### src/core/lecr_pkg.sv
package lecr_pkg;

  // clock and timing
  localparam int unsigned CLK_PERIOD_NS = 10;
  localparam int unsigned AUTO_CLEAR_NS = 1000;
  localparam int unsigned REV_BLANK_US = 350;
  localparam logic [7:0] AUTO_CLEAR_CYC =
    8'((AUTO_CLEAR_NS + CLK_PERIOD_NS - 1) / CLK_PERIOD_NS);
  localparam logic [15:0] REV_BLANK_CYC =
    16'((REV_BLANK_US * 1000 + CLK_PERIOD_NS - 1) / CLK_PERIOD_NS);

  // symbols per error-rate window; one in four errors drops lock
  localparam int unsigned RATE_WINDOW = 16;
  localparam int unsigned RATE_DIVISOR = 4;

  // register offsets
  localparam logic [7:0] OFS_SER_ADDR = 8'h00;
  localparam logic [7:0] OFS_DES_ADDR = 8'h01;
  localparam logic [7:0] OFS_CC_EN = 8'h04;
  localparam logic [7:0] OFS_ERR_CTL = 8'h08;
  localparam logic [7:0] OFS_PIN_CTL = 8'h0e;
  localparam logic [7:0] OFS_DET_CNT = 8'h10;
  localparam logic [7:0] OFS_CORR_CNT = 8'h12;
  localparam logic [7:0] OFS_PRBS_CNT = 8'h13;

  // field positions
  localparam int unsigned BIT_FWD_EN = 0;
  localparam int unsigned BIT_REV_EN = 1;
  localparam int unsigned BIT_WR_LOCK = 4;
  localparam int unsigned BIT_AUTO_CLR = 2;
  localparam int unsigned BIT_STAG_DIS = 3;
  localparam int unsigned BIT_PIN_A_LVL = 0;
  localparam int unsigned BIT_PIN_A_DRV = 1;
  localparam int unsigned BIT_PIN_B_LVL = 2;
  localparam int unsigned BIT_PIN_B_DRV = 3;

  // values after reset
  localparam logic [7:0] SER_ADDR_RESET = 8'h80;
  localparam logic [7:0] DES_ADDR_RESET = 8'h90;
  localparam logic CC_EN_RESET = 1'b1;
  localparam logic AUTO_CLR_RESET = 1'b0;
  localparam logic STAG_DIS_RESET = 1'b0;
  localparam logic PIN_DRV_RESET = 1'b1;

  typedef enum logic [2:0] {
    LECR_HUNT = 3'b001,
    LECR_LOCKED = 3'b010,
    LECR_DROP = 3'b100
  } lecr_lock_e;

  typedef enum logic [1:0] {
    LECR_CABLE_LOW = 2'b00,
    LECR_CABLE_MID = 2'b01,
    LECR_CABLE_HIGH = 2'b10
  } lecr_cable_e;

  typedef struct packed {
    logic [7:0] ser_addr;
    logic [7:0] des_addr;
    logic fwd_en;
    logic rev_en;
    logic wr_lock;
    logic auto_clear_en;
    logic stagger_dis;
    logic pin_a_oe;
    logic pin_b_oe;
    logic pin_a_level;
    logic pin_b_level;
    lecr_lock_e lock_st;
    logic lock;
    logic err_oe;
    logic [7:0] ac_timer;
    logic [15:0] blank_cnt;
    logic link_en_d;
    logic fwd_avail;
    logic rev_avail;
    logic cc_ack;
    logic [7:0] rdata;
    logic rvalid;
    logic cable_done;
    lecr_cable_e cable;
    logic stagger_en;
  } lecr_state_s;

endpackage : lecr_pkg

### src/core/lecr_sat_counter.sv
`timescale 1ns/1ps
`default_nettype none
module lecr_sat_counter #(
  parameter int unsigned WIDTH = 8
) (
  input wire logic clk_in,
  input wire logic rstn_in,
  input wire logic ce_in,
  input wire logic inc_in,
  input wire logic clear_in,
  input wire logic hold_zero_in,
  input wire logic freeze_in,
  output logic [WIDTH-1:0] count_out
);
  typedef struct packed {
    logic [WIDTH-1:0] count;
  } lecr_cnt_state_s;

  lecr_cnt_state_s st;
  lecr_cnt_state_s next_st;

  always_comb
  begin
    next_st = st;
    if (hold_zero_in)
    begin
      next_st.count = '0;
    end
    else if (inc_in && !freeze_in)
    begin
      // an error in the clearing cycle is kept, not lost
      if (clear_in)
        next_st.count = WIDTH'(1);
      else if (st.count != '1)
        next_st.count = st.count + WIDTH'(1);
    end
    else if (clear_in)
    begin
      next_st.count = '0;
    end
  end

  always_ff @(posedge clk_in or negedge rstn_in)
  begin
    if (!rstn_in)
      st <= '0;
    else if (ce_in)
      st <= next_st;
  end

  assign count_out = st.count;
endmodule : lecr_sat_counter
`default_nettype wire

### src/core/lecr_rate_mon.sv
`timescale 1ns/1ps
`default_nettype none
module lecr_rate_mon #(
  parameter int unsigned WINDOW = 16,
  parameter int unsigned DIVISOR = 4
) (
  input wire logic clk_in,
  input wire logic rstn_in,
  input wire logic ce_in,
  input wire logic active_in,
  input wire logic sym_valid_in,
  input wire logic code_err_in,
  output logic too_many_out
);
  localparam int unsigned CW = $clog2(WINDOW + 1);

  typedef struct packed {
    logic [CW-1:0] syms;
    logic [CW-1:0] errs;
    logic bad;
  } lecr_rate_state_s;

  lecr_rate_state_s st;
  lecr_rate_state_s next_st;
  logic [CW-1:0] errs_now;

  always_comb
  begin
    next_st = st;
    errs_now = st.errs + CW'(code_err_in);
    next_st.bad = 1'b0;
    if (!active_in)
    begin
      next_st.syms = '0;
      next_st.errs = '0;
    end
    else if (sym_valid_in)
    begin
      if (st.syms == CW'(WINDOW - 1))
      begin
        // rate of one in DIVISOR or worse over the window
        next_st.bad = (32'(errs_now) * DIVISOR) >= WINDOW;
        next_st.syms = '0;
        next_st.errs = '0;
      end
      else
      begin
        next_st.syms = st.syms + CW'(1);
        next_st.errs = errs_now;
      end
    end
  end

  always_ff @(posedge clk_in or negedge rstn_in)
  begin
    if (!rstn_in)
      st <= '0;
    else if (ce_in)
      st <= next_st;
  end

  assign too_many_out = st.bad;
endmodule : lecr_rate_mon
`default_nettype wire

### src/core/lecr_top.sv
// Function
// - two 8-bit error counters, detected and corrected
// - quarter error rate drops lock, freezes, relocks
// - counters clear on video-link lock, read, auto clear
// - prbs test uses own counter, normal held zero
// - error pin low above threshold or prbs error
// - error pin released whenever counters clear
// - auto clear about one microsecond after low
// - auto clear off at reset, control bit enables
// - no auto clear during prbs test
// - channel enable bits; both off blocks traffic
// - contention gives no acknowledge, no arbitration
// - reverse channel blocked after link start/stop
// - lock shown for video link only
// - serializer and deserializer address registers
// - three-level cable input decoded at startup
// - write lock holds until power-down or reset
// - drive bits pull pins low or release
// - pin levels always sampled and readable
// - outputs staggered unless disable bit set
`timescale 1ns/1ps
`default_nettype none
module lecr_top #(
  parameter logic [15:0] REV_BLANK_CYCLES = lecr_pkg::REV_BLANK_CYC,
  parameter int unsigned RATE_WINDOW = lecr_pkg::RATE_WINDOW
) (
  input wire logic CLOCK_IN,
  input wire logic RSTN_IN,
  input wire logic CLK_EN_IN,
  input wire logic [7:0] REG_ADDR_IN,
  input wire logic REG_WR_IN,
  input wire logic REG_RD_IN,
  input wire logic [7:0] REG_WDATA_IN,
  output logic [7:0] REG_RDATA_OUT,
  output logic REG_RVALID_OUT,
  input wire logic [7:0] DET_THRESH_IN,
  input wire logic [7:0] CORR_THRESH_IN,
  input wire logic SYMBOL_VALID_IN,
  input wire logic CODE_ERR_IN,
  input wire logic DET_ERR_IN,
  input wire logic CORR_ERR_IN,
  input wire logic PRBS_TEST_IN,
  input wire logic PRBS_ERR_IN,
  input wire logic CDR_LOCK_IN,
  input wire logic VIDEO_LINK_IN,
  input wire logic SERIAL_LINK_EN_IN,
  input wire logic POWER_DOWN_N_IN,
  input wire logic [1:0] CABLE_TYPE_SELECT_IN,
  input wire logic CC_XFER_DONE_IN,
  input wire logic CC_CONTENTION_IN,
  input wire logic PIN_A_IN,
  input wire logic PIN_B_IN,
  output logic PIN_A_OUT,
  output logic PIN_A_OE_OUT,
  output logic PIN_B_OUT,
  output logic PIN_B_OE_OUT,
  output logic ERR_OUT,
  output logic ERR_OE_OUT,
  output logic LOCK_OUT,
  output logic RELOCK_REQ_OUT,
  output logic FWD_CHANNEL_OUT,
  output logic REV_CHANNEL_OUT,
  output logic CC_ACK_OUT,
  output logic STAGGER_EN_OUT,
  output logic [1:0] CABLE_LEVEL_OUT
);
  lecr_pkg::lecr_state_s st;
  lecr_pkg::lecr_state_s next_st;

  logic [7:0] detected_error_count;
  logic [7:0] corrected_error_count;
  logic [7:0] prbs_error_count;
  logic rate_bad;
  logic locked;
  logic lock_gain;
  logic rd_det;
  logic rd_corr;
  logic rd_prbs;
  logic auto_clear;
  logic clr_det;
  logic clr_corr;
  logic wr_ok;

  assign locked = (st.lock_st == lecr_pkg::LECR_LOCKED);
  // a counter read is taken as successful readout and clears it
  assign rd_det = CLK_EN_IN && REG_RD_IN && (REG_ADDR_IN == lecr_pkg::OFS_DET_CNT);
  assign rd_corr = CLK_EN_IN && REG_RD_IN && (REG_ADDR_IN == lecr_pkg::OFS_CORR_CNT);
  assign rd_prbs = CLK_EN_IN && REG_RD_IN && (REG_ADDR_IN == lecr_pkg::OFS_PRBS_CNT);
  assign lock_gain = (st.lock_st == lecr_pkg::LECR_HUNT) && CDR_LOCK_IN && VIDEO_LINK_IN;
  assign auto_clear = st.auto_clear_en && !PRBS_TEST_IN && st.err_oe
    && (st.ac_timer == lecr_pkg::AUTO_CLEAR_CYC - 8'h01);
  assign clr_det = lock_gain || rd_det || auto_clear;
  assign clr_corr = lock_gain || rd_corr || auto_clear;
  assign wr_ok = CLK_EN_IN && REG_WR_IN && !st.wr_lock;

  lecr_rate_mon #(
    .WINDOW(RATE_WINDOW),
    .DIVISOR(lecr_pkg::RATE_DIVISOR)
  ) u_rate (
    .clk_in(CLOCK_IN),
    .rstn_in(RSTN_IN),
    .ce_in(CLK_EN_IN),
    .active_in(locked),
    .sym_valid_in(SYMBOL_VALID_IN),
    .code_err_in(CODE_ERR_IN),
    .too_many_out(rate_bad)
  );

  lecr_sat_counter #(.WIDTH(8)) u_det (
    .clk_in(CLOCK_IN),
    .rstn_in(RSTN_IN),
    .ce_in(CLK_EN_IN),
    .inc_in(DET_ERR_IN),
    .clear_in(clr_det),
    .hold_zero_in(PRBS_TEST_IN),
    .freeze_in(!locked),
    .count_out(detected_error_count)
  );

  lecr_sat_counter #(.WIDTH(8)) u_corr (
    .clk_in(CLOCK_IN),
    .rstn_in(RSTN_IN),
    .ce_in(CLK_EN_IN),
    .inc_in(CORR_ERR_IN),
    .clear_in(clr_corr),
    .hold_zero_in(PRBS_TEST_IN),
    .freeze_in(!locked),
    .count_out(corrected_error_count)
  );

  lecr_sat_counter #(.WIDTH(8)) u_prbs (
    .clk_in(CLOCK_IN),
    .rstn_in(RSTN_IN),
    .ce_in(CLK_EN_IN),
    .inc_in(PRBS_ERR_IN && PRBS_TEST_IN),
    .clear_in(rd_prbs),
    .hold_zero_in(1'b0),
    .freeze_in(1'b0),
    .count_out(prbs_error_count)
  );

  always_comb
  begin
    next_st = st;
    next_st.rvalid = 1'b0;
    next_st.cc_ack = 1'b0;

    // strap caught once, on the first enabled edge after reset
    if (!st.cable_done)
    begin
      next_st.cable_done = 1'b1;
      case (CABLE_TYPE_SELECT_IN)
        2'b11: next_st.cable = lecr_pkg::LECR_CABLE_HIGH;
        2'b00: next_st.cable = lecr_pkg::LECR_CABLE_LOW;
        default: next_st.cable = lecr_pkg::LECR_CABLE_MID;
      endcase
    end

    // lock tracking; detected and corrected counters only run while locked, the prbs counter runs regardless
    case (st.lock_st)
      lecr_pkg::LECR_HUNT:
      begin
        if (CDR_LOCK_IN)
          next_st.lock_st = lecr_pkg::LECR_LOCKED;
      end
      lecr_pkg::LECR_LOCKED:
      begin
        if (rate_bad)
          next_st.lock_st = lecr_pkg::LECR_DROP;
        else if (!CDR_LOCK_IN)
          next_st.lock_st = lecr_pkg::LECR_HUNT;
      end
      lecr_pkg::LECR_DROP:
      begin
        // hold the relock request until the recovery loop lets go
        if (!CDR_LOCK_IN)
          next_st.lock_st = lecr_pkg::LECR_HUNT;
      end
      default: next_st.lock_st = lecr_pkg::LECR_HUNT;
    endcase
    next_st.lock = (next_st.lock_st == lecr_pkg::LECR_LOCKED) && VIDEO_LINK_IN;

    // error pin; a clear in this cycle releases it for at least one cycle
    if (clr_det || clr_corr || rd_prbs)
      next_st.err_oe = 1'b0;
    else if (PRBS_TEST_IN)
      next_st.err_oe = (prbs_error_count != 8'h00);
    else
      next_st.err_oe = (detected_error_count > DET_THRESH_IN)
        || (corrected_error_count > CORR_THRESH_IN);
    if (st.err_oe && st.auto_clear_en && !PRBS_TEST_IN && !auto_clear)
      next_st.ac_timer = st.ac_timer + 8'h01;
    else
      next_st.ac_timer = 8'h00;

    // reverse channel blanking after any start or stop of the link
    next_st.link_en_d = SERIAL_LINK_EN_IN;
    if (SERIAL_LINK_EN_IN != st.link_en_d)
      next_st.blank_cnt = REV_BLANK_CYCLES;
    else if (st.blank_cnt != 16'h0000)
      next_st.blank_cnt = st.blank_cnt - 16'h0001;

    // register writes, all refused once the lock is set
    if (wr_ok)
    begin
      case (REG_ADDR_IN)
        lecr_pkg::OFS_SER_ADDR: next_st.ser_addr = REG_WDATA_IN;
        lecr_pkg::OFS_DES_ADDR: next_st.des_addr = REG_WDATA_IN;
        lecr_pkg::OFS_CC_EN:
        begin
          next_st.fwd_en = REG_WDATA_IN[lecr_pkg::BIT_FWD_EN];
          next_st.rev_en = REG_WDATA_IN[lecr_pkg::BIT_REV_EN];
          next_st.wr_lock = REG_WDATA_IN[lecr_pkg::BIT_WR_LOCK];
        end
        lecr_pkg::OFS_ERR_CTL:
        begin
          next_st.auto_clear_en = REG_WDATA_IN[lecr_pkg::BIT_AUTO_CLR];
          next_st.stagger_dis = REG_WDATA_IN[lecr_pkg::BIT_STAG_DIS];
        end
        lecr_pkg::OFS_PIN_CTL:
        begin
          next_st.pin_a_oe = !REG_WDATA_IN[lecr_pkg::BIT_PIN_A_DRV];
          next_st.pin_b_oe = !REG_WDATA_IN[lecr_pkg::BIT_PIN_B_DRV];
        end
        default: next_st.ser_addr = st.ser_addr;
      endcase
    end
    if (!POWER_DOWN_N_IN)
      next_st.wr_lock = 1'b0;

    next_st.fwd_avail = next_st.fwd_en;
    next_st.rev_avail = next_st.rev_en && (next_st.blank_cnt == 16'h0000);
    // colliding transfers are dropped silently; neither side wins
    next_st.cc_ack = CC_XFER_DONE_IN && !CC_CONTENTION_IN
      && (st.fwd_avail || st.rev_avail);
    next_st.stagger_en = !next_st.stagger_dis;

    // pin levels sampled every cycle, whatever the drive bits say
    next_st.pin_a_level = PIN_A_IN;
    next_st.pin_b_level = PIN_B_IN;

    if (REG_RD_IN)
    begin
      next_st.rvalid = 1'b1;
      case (REG_ADDR_IN)
        lecr_pkg::OFS_SER_ADDR: next_st.rdata = st.ser_addr;
        lecr_pkg::OFS_DES_ADDR: next_st.rdata = st.des_addr;
        lecr_pkg::OFS_CC_EN: next_st.rdata = {3'b000, st.wr_lock, 2'b00, st.rev_en, st.fwd_en};
        lecr_pkg::OFS_ERR_CTL: next_st.rdata = {4'h0, st.stagger_dis, st.auto_clear_en, 2'b00};
        lecr_pkg::OFS_PIN_CTL: next_st.rdata = {4'h0, !st.pin_b_oe, st.pin_b_level,
          !st.pin_a_oe, st.pin_a_level};
        lecr_pkg::OFS_DET_CNT: next_st.rdata = detected_error_count;
        lecr_pkg::OFS_CORR_CNT: next_st.rdata = corrected_error_count;
        lecr_pkg::OFS_PRBS_CNT: next_st.rdata = prbs_error_count;
        default: next_st.rdata = 8'h00;
      endcase
    end
  end

  always_ff @(posedge CLOCK_IN or negedge RSTN_IN)
  begin
    if (!RSTN_IN)
    begin
      st <= '0;
      st.ser_addr <= lecr_pkg::SER_ADDR_RESET;
      st.des_addr <= lecr_pkg::DES_ADDR_RESET;
      st.fwd_en <= lecr_pkg::CC_EN_RESET;
      st.rev_en <= lecr_pkg::CC_EN_RESET;
      st.fwd_avail <= lecr_pkg::CC_EN_RESET;
      st.auto_clear_en <= lecr_pkg::AUTO_CLR_RESET;
      st.stagger_dis <= lecr_pkg::STAG_DIS_RESET;
      st.stagger_en <= !lecr_pkg::STAG_DIS_RESET;
      st.pin_a_oe <= !lecr_pkg::PIN_DRV_RESET;
      st.pin_b_oe <= !lecr_pkg::PIN_DRV_RESET;
      st.lock_st <= lecr_pkg::LECR_HUNT;
      st.cable <= lecr_pkg::LECR_CABLE_MID;
    end
    else if (CLK_EN_IN)
    begin
      st <= next_st;
    end
  end

  // open-drain pins: data is a constant low, only the enables move
  assign PIN_A_OUT = 1'b0;
  assign PIN_B_OUT = 1'b0;
  assign ERR_OUT = 1'b0;
  assign PIN_A_OE_OUT = st.pin_a_oe;
  assign PIN_B_OE_OUT = st.pin_b_oe;
  assign ERR_OE_OUT = st.err_oe;
  assign REG_RDATA_OUT = st.rdata;
  assign REG_RVALID_OUT = st.rvalid;
  assign LOCK_OUT = st.lock;
  assign RELOCK_REQ_OUT = st.lock_st[2];
  assign FWD_CHANNEL_OUT = st.fwd_avail;
  assign REV_CHANNEL_OUT = st.rev_avail;
  assign CC_ACK_OUT = st.cc_ack;
  assign STAGGER_EN_OUT = st.stagger_en;
  assign CABLE_LEVEL_OUT = st.cable;
endmodule : lecr_top
`default_nettype wire

### config.mk
export PLATFORM = sky130hd
export DESIGN_NAME = lecr_top
export DESIGN_NICKNAME = d
export VERILOG_FILES = /design/src/core/lecr_pkg.sv /design/src/core/lecr_sat_counter.sv /design/src/core/lecr_rate_mon.sv /design/src/core/lecr_top.sv
export SDC_FILE = /design/constraint.sdc
export NUM_CORES = 1
export LEC_CHECK = 0
export BUFFER_PORTS_ARGS = -buffer_cell sky130_fd_sc_hd__clkbuf_2
export CORE_MARGIN = 4
export CORE_UTILIZATION = 35
export CTS_CLUSTER_SIZE = 24
export DETAILED_ROUTE_END_ITERATION = 6
export PLACE_DENSITY = 0.56
export SYNTH_ARGS = -nofsm -noshare
export SYNTH_HDL_FRONTEND = slang
export SYNTH_HIERARCHICAL = 1
export SYNTH_SLANG_ARGS = --single-unit
### constraint.sdc
create_clock -name CLOCK_IN -period 3.3 [get_ports CLOCK_IN]
set_input_delay 0.33 -clock CLOCK_IN [delete_from_list [all_inputs] [get_ports CLOCK_IN]]
set_output_delay 0.33 -clock CLOCK_IN [all_outputs]
set_load 0.02 [all_outputs]
==> metrics <==
Reg2Reg Launch Point st[33]; Clock transition at path regs 0.07 ns; Initial Util 36.1%; crit-path leading delay family compound AO/OA/AOI/OAI gates; max-cap viol count 0; Req. time, crit path 3.59 ns; H-tree Lvls 3; drt drc 0; Slowest-stage cell, CP o41ai_1; PortBufs 72; Clk pwr share 37.6%; fraction of registers with async set/reset 100%; nets 837; Sw Ratio 29.3%; Seq cells post-synth 105; Mapped Cells 689; share of layout cells above drive strength 1 21.0%; Worst-Margin Slew 0.736 ns; final setup vio count 0; yosys warns 6; beginning of the worst hold path CC_CONTENTION_IN; grt met3 use 3.08%; Syn Area/Cell 9.58 um2; CP Cell Sequence ha_1 > nand2b_1 > nor4_1 > a22oi_1 > o41ai_1 > buf_4 > nor4b_4 > nand2_1 > o41ai_1 > a21o_1; kind of start point of the critical path flop; ys flop type dfrtp_1; Worst Setup End Kind flop; CP Max Fanout 6; Iter 0 DRT Violations 393; Fin Clk Skew 0.0126 ns; grt met2 use 27.7%; Internal Pwr Total 2.18 mW; Antenna diodes 0; Clock Latency Late Sink 0.36 ns; antenna violations before repair 0; Tot GR Track Use 16.2%; gp weighted congestion 0.916; CTS Buffer Depth 2; area grow syn2layout 13.5%; RSZ-0062 raised after global routing false; routed vias 5616; sequential share of power 46.7%; GRT Residual Overflow 0; die width 145 um; Post-synth EDFFs 0; Pleak 3.40 nW; vias per inst 5.66; drt pass-1 iters 7; Hold Violations, Final 0; Hold Slack 0.147 ns; Post-CTS Setup Inserts 0; pre-CTS WS 0.580 ns; FF-to-FF setup slack 0.65 ns; die area 21100 um2; Hold Crit Class primary input to flop; CP bufs+invs 1; Final TNS setup 0 ns; wire per inst 17.5 um; final wirelength 17.3 mm; Hold Crit Depth 2; fin worst setup slack 0.647 ns; critical path type flop to flop; Reg2Reg Capture Point u_det/count_out[5]; met1 usage 20.9%; status finished, final reports clean; TritonCTS clock tree built; die height 145 um; sw power 0.903 mW; post-route ant nets 0; Netlist cell types 74; CP dominant cell by count o41ai_1; Worst Hold Endpoint CC_ACK_OUT; VDD IR-drop max 250 uV; core region area 18300 um2; synthesized area 6600 um2; P per Cell Area 411 nW/um2; Worst R2R Path Depth 10; register area share after synthesis 39.9%; root buf cell clkbuf_16; largest net degree at the start of global routing 50; first-pass GRT wire length 28.5 mm; Max Clk Rate 0.377 GHz; Final Slew Violations 0; Crit path largest cell delay 0.45 ns; Comb pwr share 15.7%; row cnt 49; number of global-route vias before repair 5585; CTS Buf Count 9; WP data arrival 2.95 ns; hpwl dp 12.8 mm; Final period util 80.4%; Max transition margin 49.7%; Sink Count 105; post-layout min period 2.65 ns; Top Usage Layer GRT met2; io pins 76
==> sequential cells by signal, summed over array words and instances (netlist names) <==
register and cells:
PIN_B_OE_OUT 1, LOCK_OUT 1, u_rate/too_many_out 1, STAGGER_EN_OUT 1
u_corr/count_out 8, REV_CHANNEL_OUT 1, FWD_CHANNEL_OUT 1, st 50
CC_ACK_OUT 1, CABLE_LEVEL_OUT 2, RELOCK_REQ_OUT 1, REG_RDATA_OUT 8
PIN_A_OE_OUT 1, ERR_OE_OUT 1, u_det/count_out 8, REG_RVALID_OUT 1
u_prbs/count_out 8, u_rate/st 10
==> power groups by stage <==
stage | sequential [mW] | combinational [mW] | clock, mW
after floorplan | 1.43 | 0.345 | 0
after detailed placement | 1.46 | 0.485 | 0
after CTS | 1.44 | 0.488 | 1.20
after global placement | 1.46 | 0.475 | 0
final | 1.44 | 0.485 | 1.16
after global routing | 1.45 | 0.549 | 1.24
==> per-layer routing <==
layer,vias up,share of wire [%]
li1,2710,-
met1,2725,45
met2,152,49
met3,29,4.1
met4,0,2.0
met5,-,0
==> worst max-delay path by stage <==
stage | slack, ns | to | from | cells after the start
final | 0.65 | u_det/count_out[5] | st[33] | 10
after floorplan | 0.52 | u_det/count_out[2] | REG_ADDR_IN[2] | 8
after global placement | 0.77 | u_prbs/count_out[2] | REG_ADDR_IN[5] | 8
after CTS | 0.66 | u_det/count_out[5] | st[33] | 10
after global routing | 0.49 | u_det/count_out[5] | st[33] | 10
after detailed placement | 0.58 | u_det/count_out[5] | PRBS_TEST_IN | 10
==> Yosys cell counts, types with 4 or more instances <==
master	number	area share [%]
o21ai_0	55	4.2
ha_1	26	4.9
nand3_1	19	1.4
a211oi_1	4	0.45
dfrtp_1	97	37
inv_1	41	2.3
nor3b_1	5	0.57
buf_4	13	1.5
clkbuf_1	17	0.97
buf_6	5	0.85
mux2i_1	7	1.1
o211ai_1	11	1.3
nand3b_1	11	1.3
nor2_1	34	1.9
nand4_1	14	1.3
and3_1	10	0.95
a21o_1	14	1.6
nand2_1	56	3.2
o31ai_1	7	0.80
xnor2_1	4	0.53
a221oi_1	5	0.66
nor4b_1	4	0.53
dfstp_2	8	3.2
a22oi_1	10	1.1
a21oi_1	17	1.3
mux2_2	31	5.3
and2_1	5	0.47
nor2b_1	16	1.5
a22o_1	11	1.5
or4_1	5	0.57
o22ai_1	7	0.66
nor3_1	19	1.4
o41ai_1	11	1.5
nand2b_1	11	1.0
or3_1	6	0.57
nor4_1	7	0.66
==> stage by stage <==
| step | total power, mW | utilization (%) | instance area [um2] | std cells |
|---|---|---|---|---|
| 2_1_floorplan | 1.77 | - | 6650 | 700 |
| 3_3_place_gp | 1.93 | 39.2 | 7160 | 975 |
| 3_5_place_dp | 1.95 | 39.2 | 7160 | 975 |
| 4_1_cts | 3.12 | 41.0 | 7490 | 992 |
| 5_1_grt | 3.24 | 41.0 | 7490 | 992 |
| 6_report | 3.08 | 41.0 | 7490 | 992 |
==> cells by family after synthesis <==
logic type | after synthesis | synth area share (%)
AND/OR/NAND/NOR | 242 | 21.5
AO/OA/AOI/OAI | 190 | 20.2
flip-flops | 105 | 39.9
buffers and inverters | 78 | 5.76
multiplexers | 41 | 6.86
adder cells (fa/ha/maj) | 26 | 4.93
XOR/XNOR | 6 | 0.796
other | 1 | 0.0568
==> placed cells by master (no fill, tap or decap), types with 4 or more instances in the layout <==
master	synthesis	layout
dfrtp_1	97	97
clkbuf_2	0	71
nand2_1	56	56
o21ai_0	55	55
inv_1	41	41
nor2_1	34	34
mux2_2	31	31
ha_1	26	26
nor3_1	19	19
nand3_1	19	19
a21oi_1	17	17
nor2b_1	16	16
nand4_1	14	14
a21o_1	14	14
conb_1	1	12
nand2b_1	11	11
nand3b_1	11	11
o41ai_1	11	11
o211ai_1	11	11
a22o_1	11	11
buf_4	13	11
a22oi_1	10	10
and3_1	10	10
clkbuf_16	0	9
dfstp_2	8	8
nor4_1	7	7
mux2i_1	7	7
o22ai_1	7	7
o31ai_1	7	7
or3_1	6	6
and2_1	5	5
or4_1	5	5
nor3b_1	5	5
a221oi_1	5	5
a211oi_1	4	4
nor4b_1	4	4
xnor2_1	4	4
==> layout make-up <==
cell class / instances / area (um2)
Fill cell: 1807 / 10800
Multi-Input combinational cell: 517 / 3630
Sequential cell: 105 / 2640
Timing Repair Buffer: 84 / 468
Tap cell: 229 / 287
Clock buffer: 11 / 253
Inverter: 41 / 154
Clock inverter: 5 / 67.6
==> what timing repair did <==
| action | 4_1_cts | 5_1_grt |
|---|---|---|
| resized for setup | 0 | 0 |
| hold buffers | 1 | 0 |
| endpoints found under the setup margin | 0 | 0 |
| hold endpoints to repair | 32 | 0 |
No activity file was read; power rests on OpenSTA's default activity.
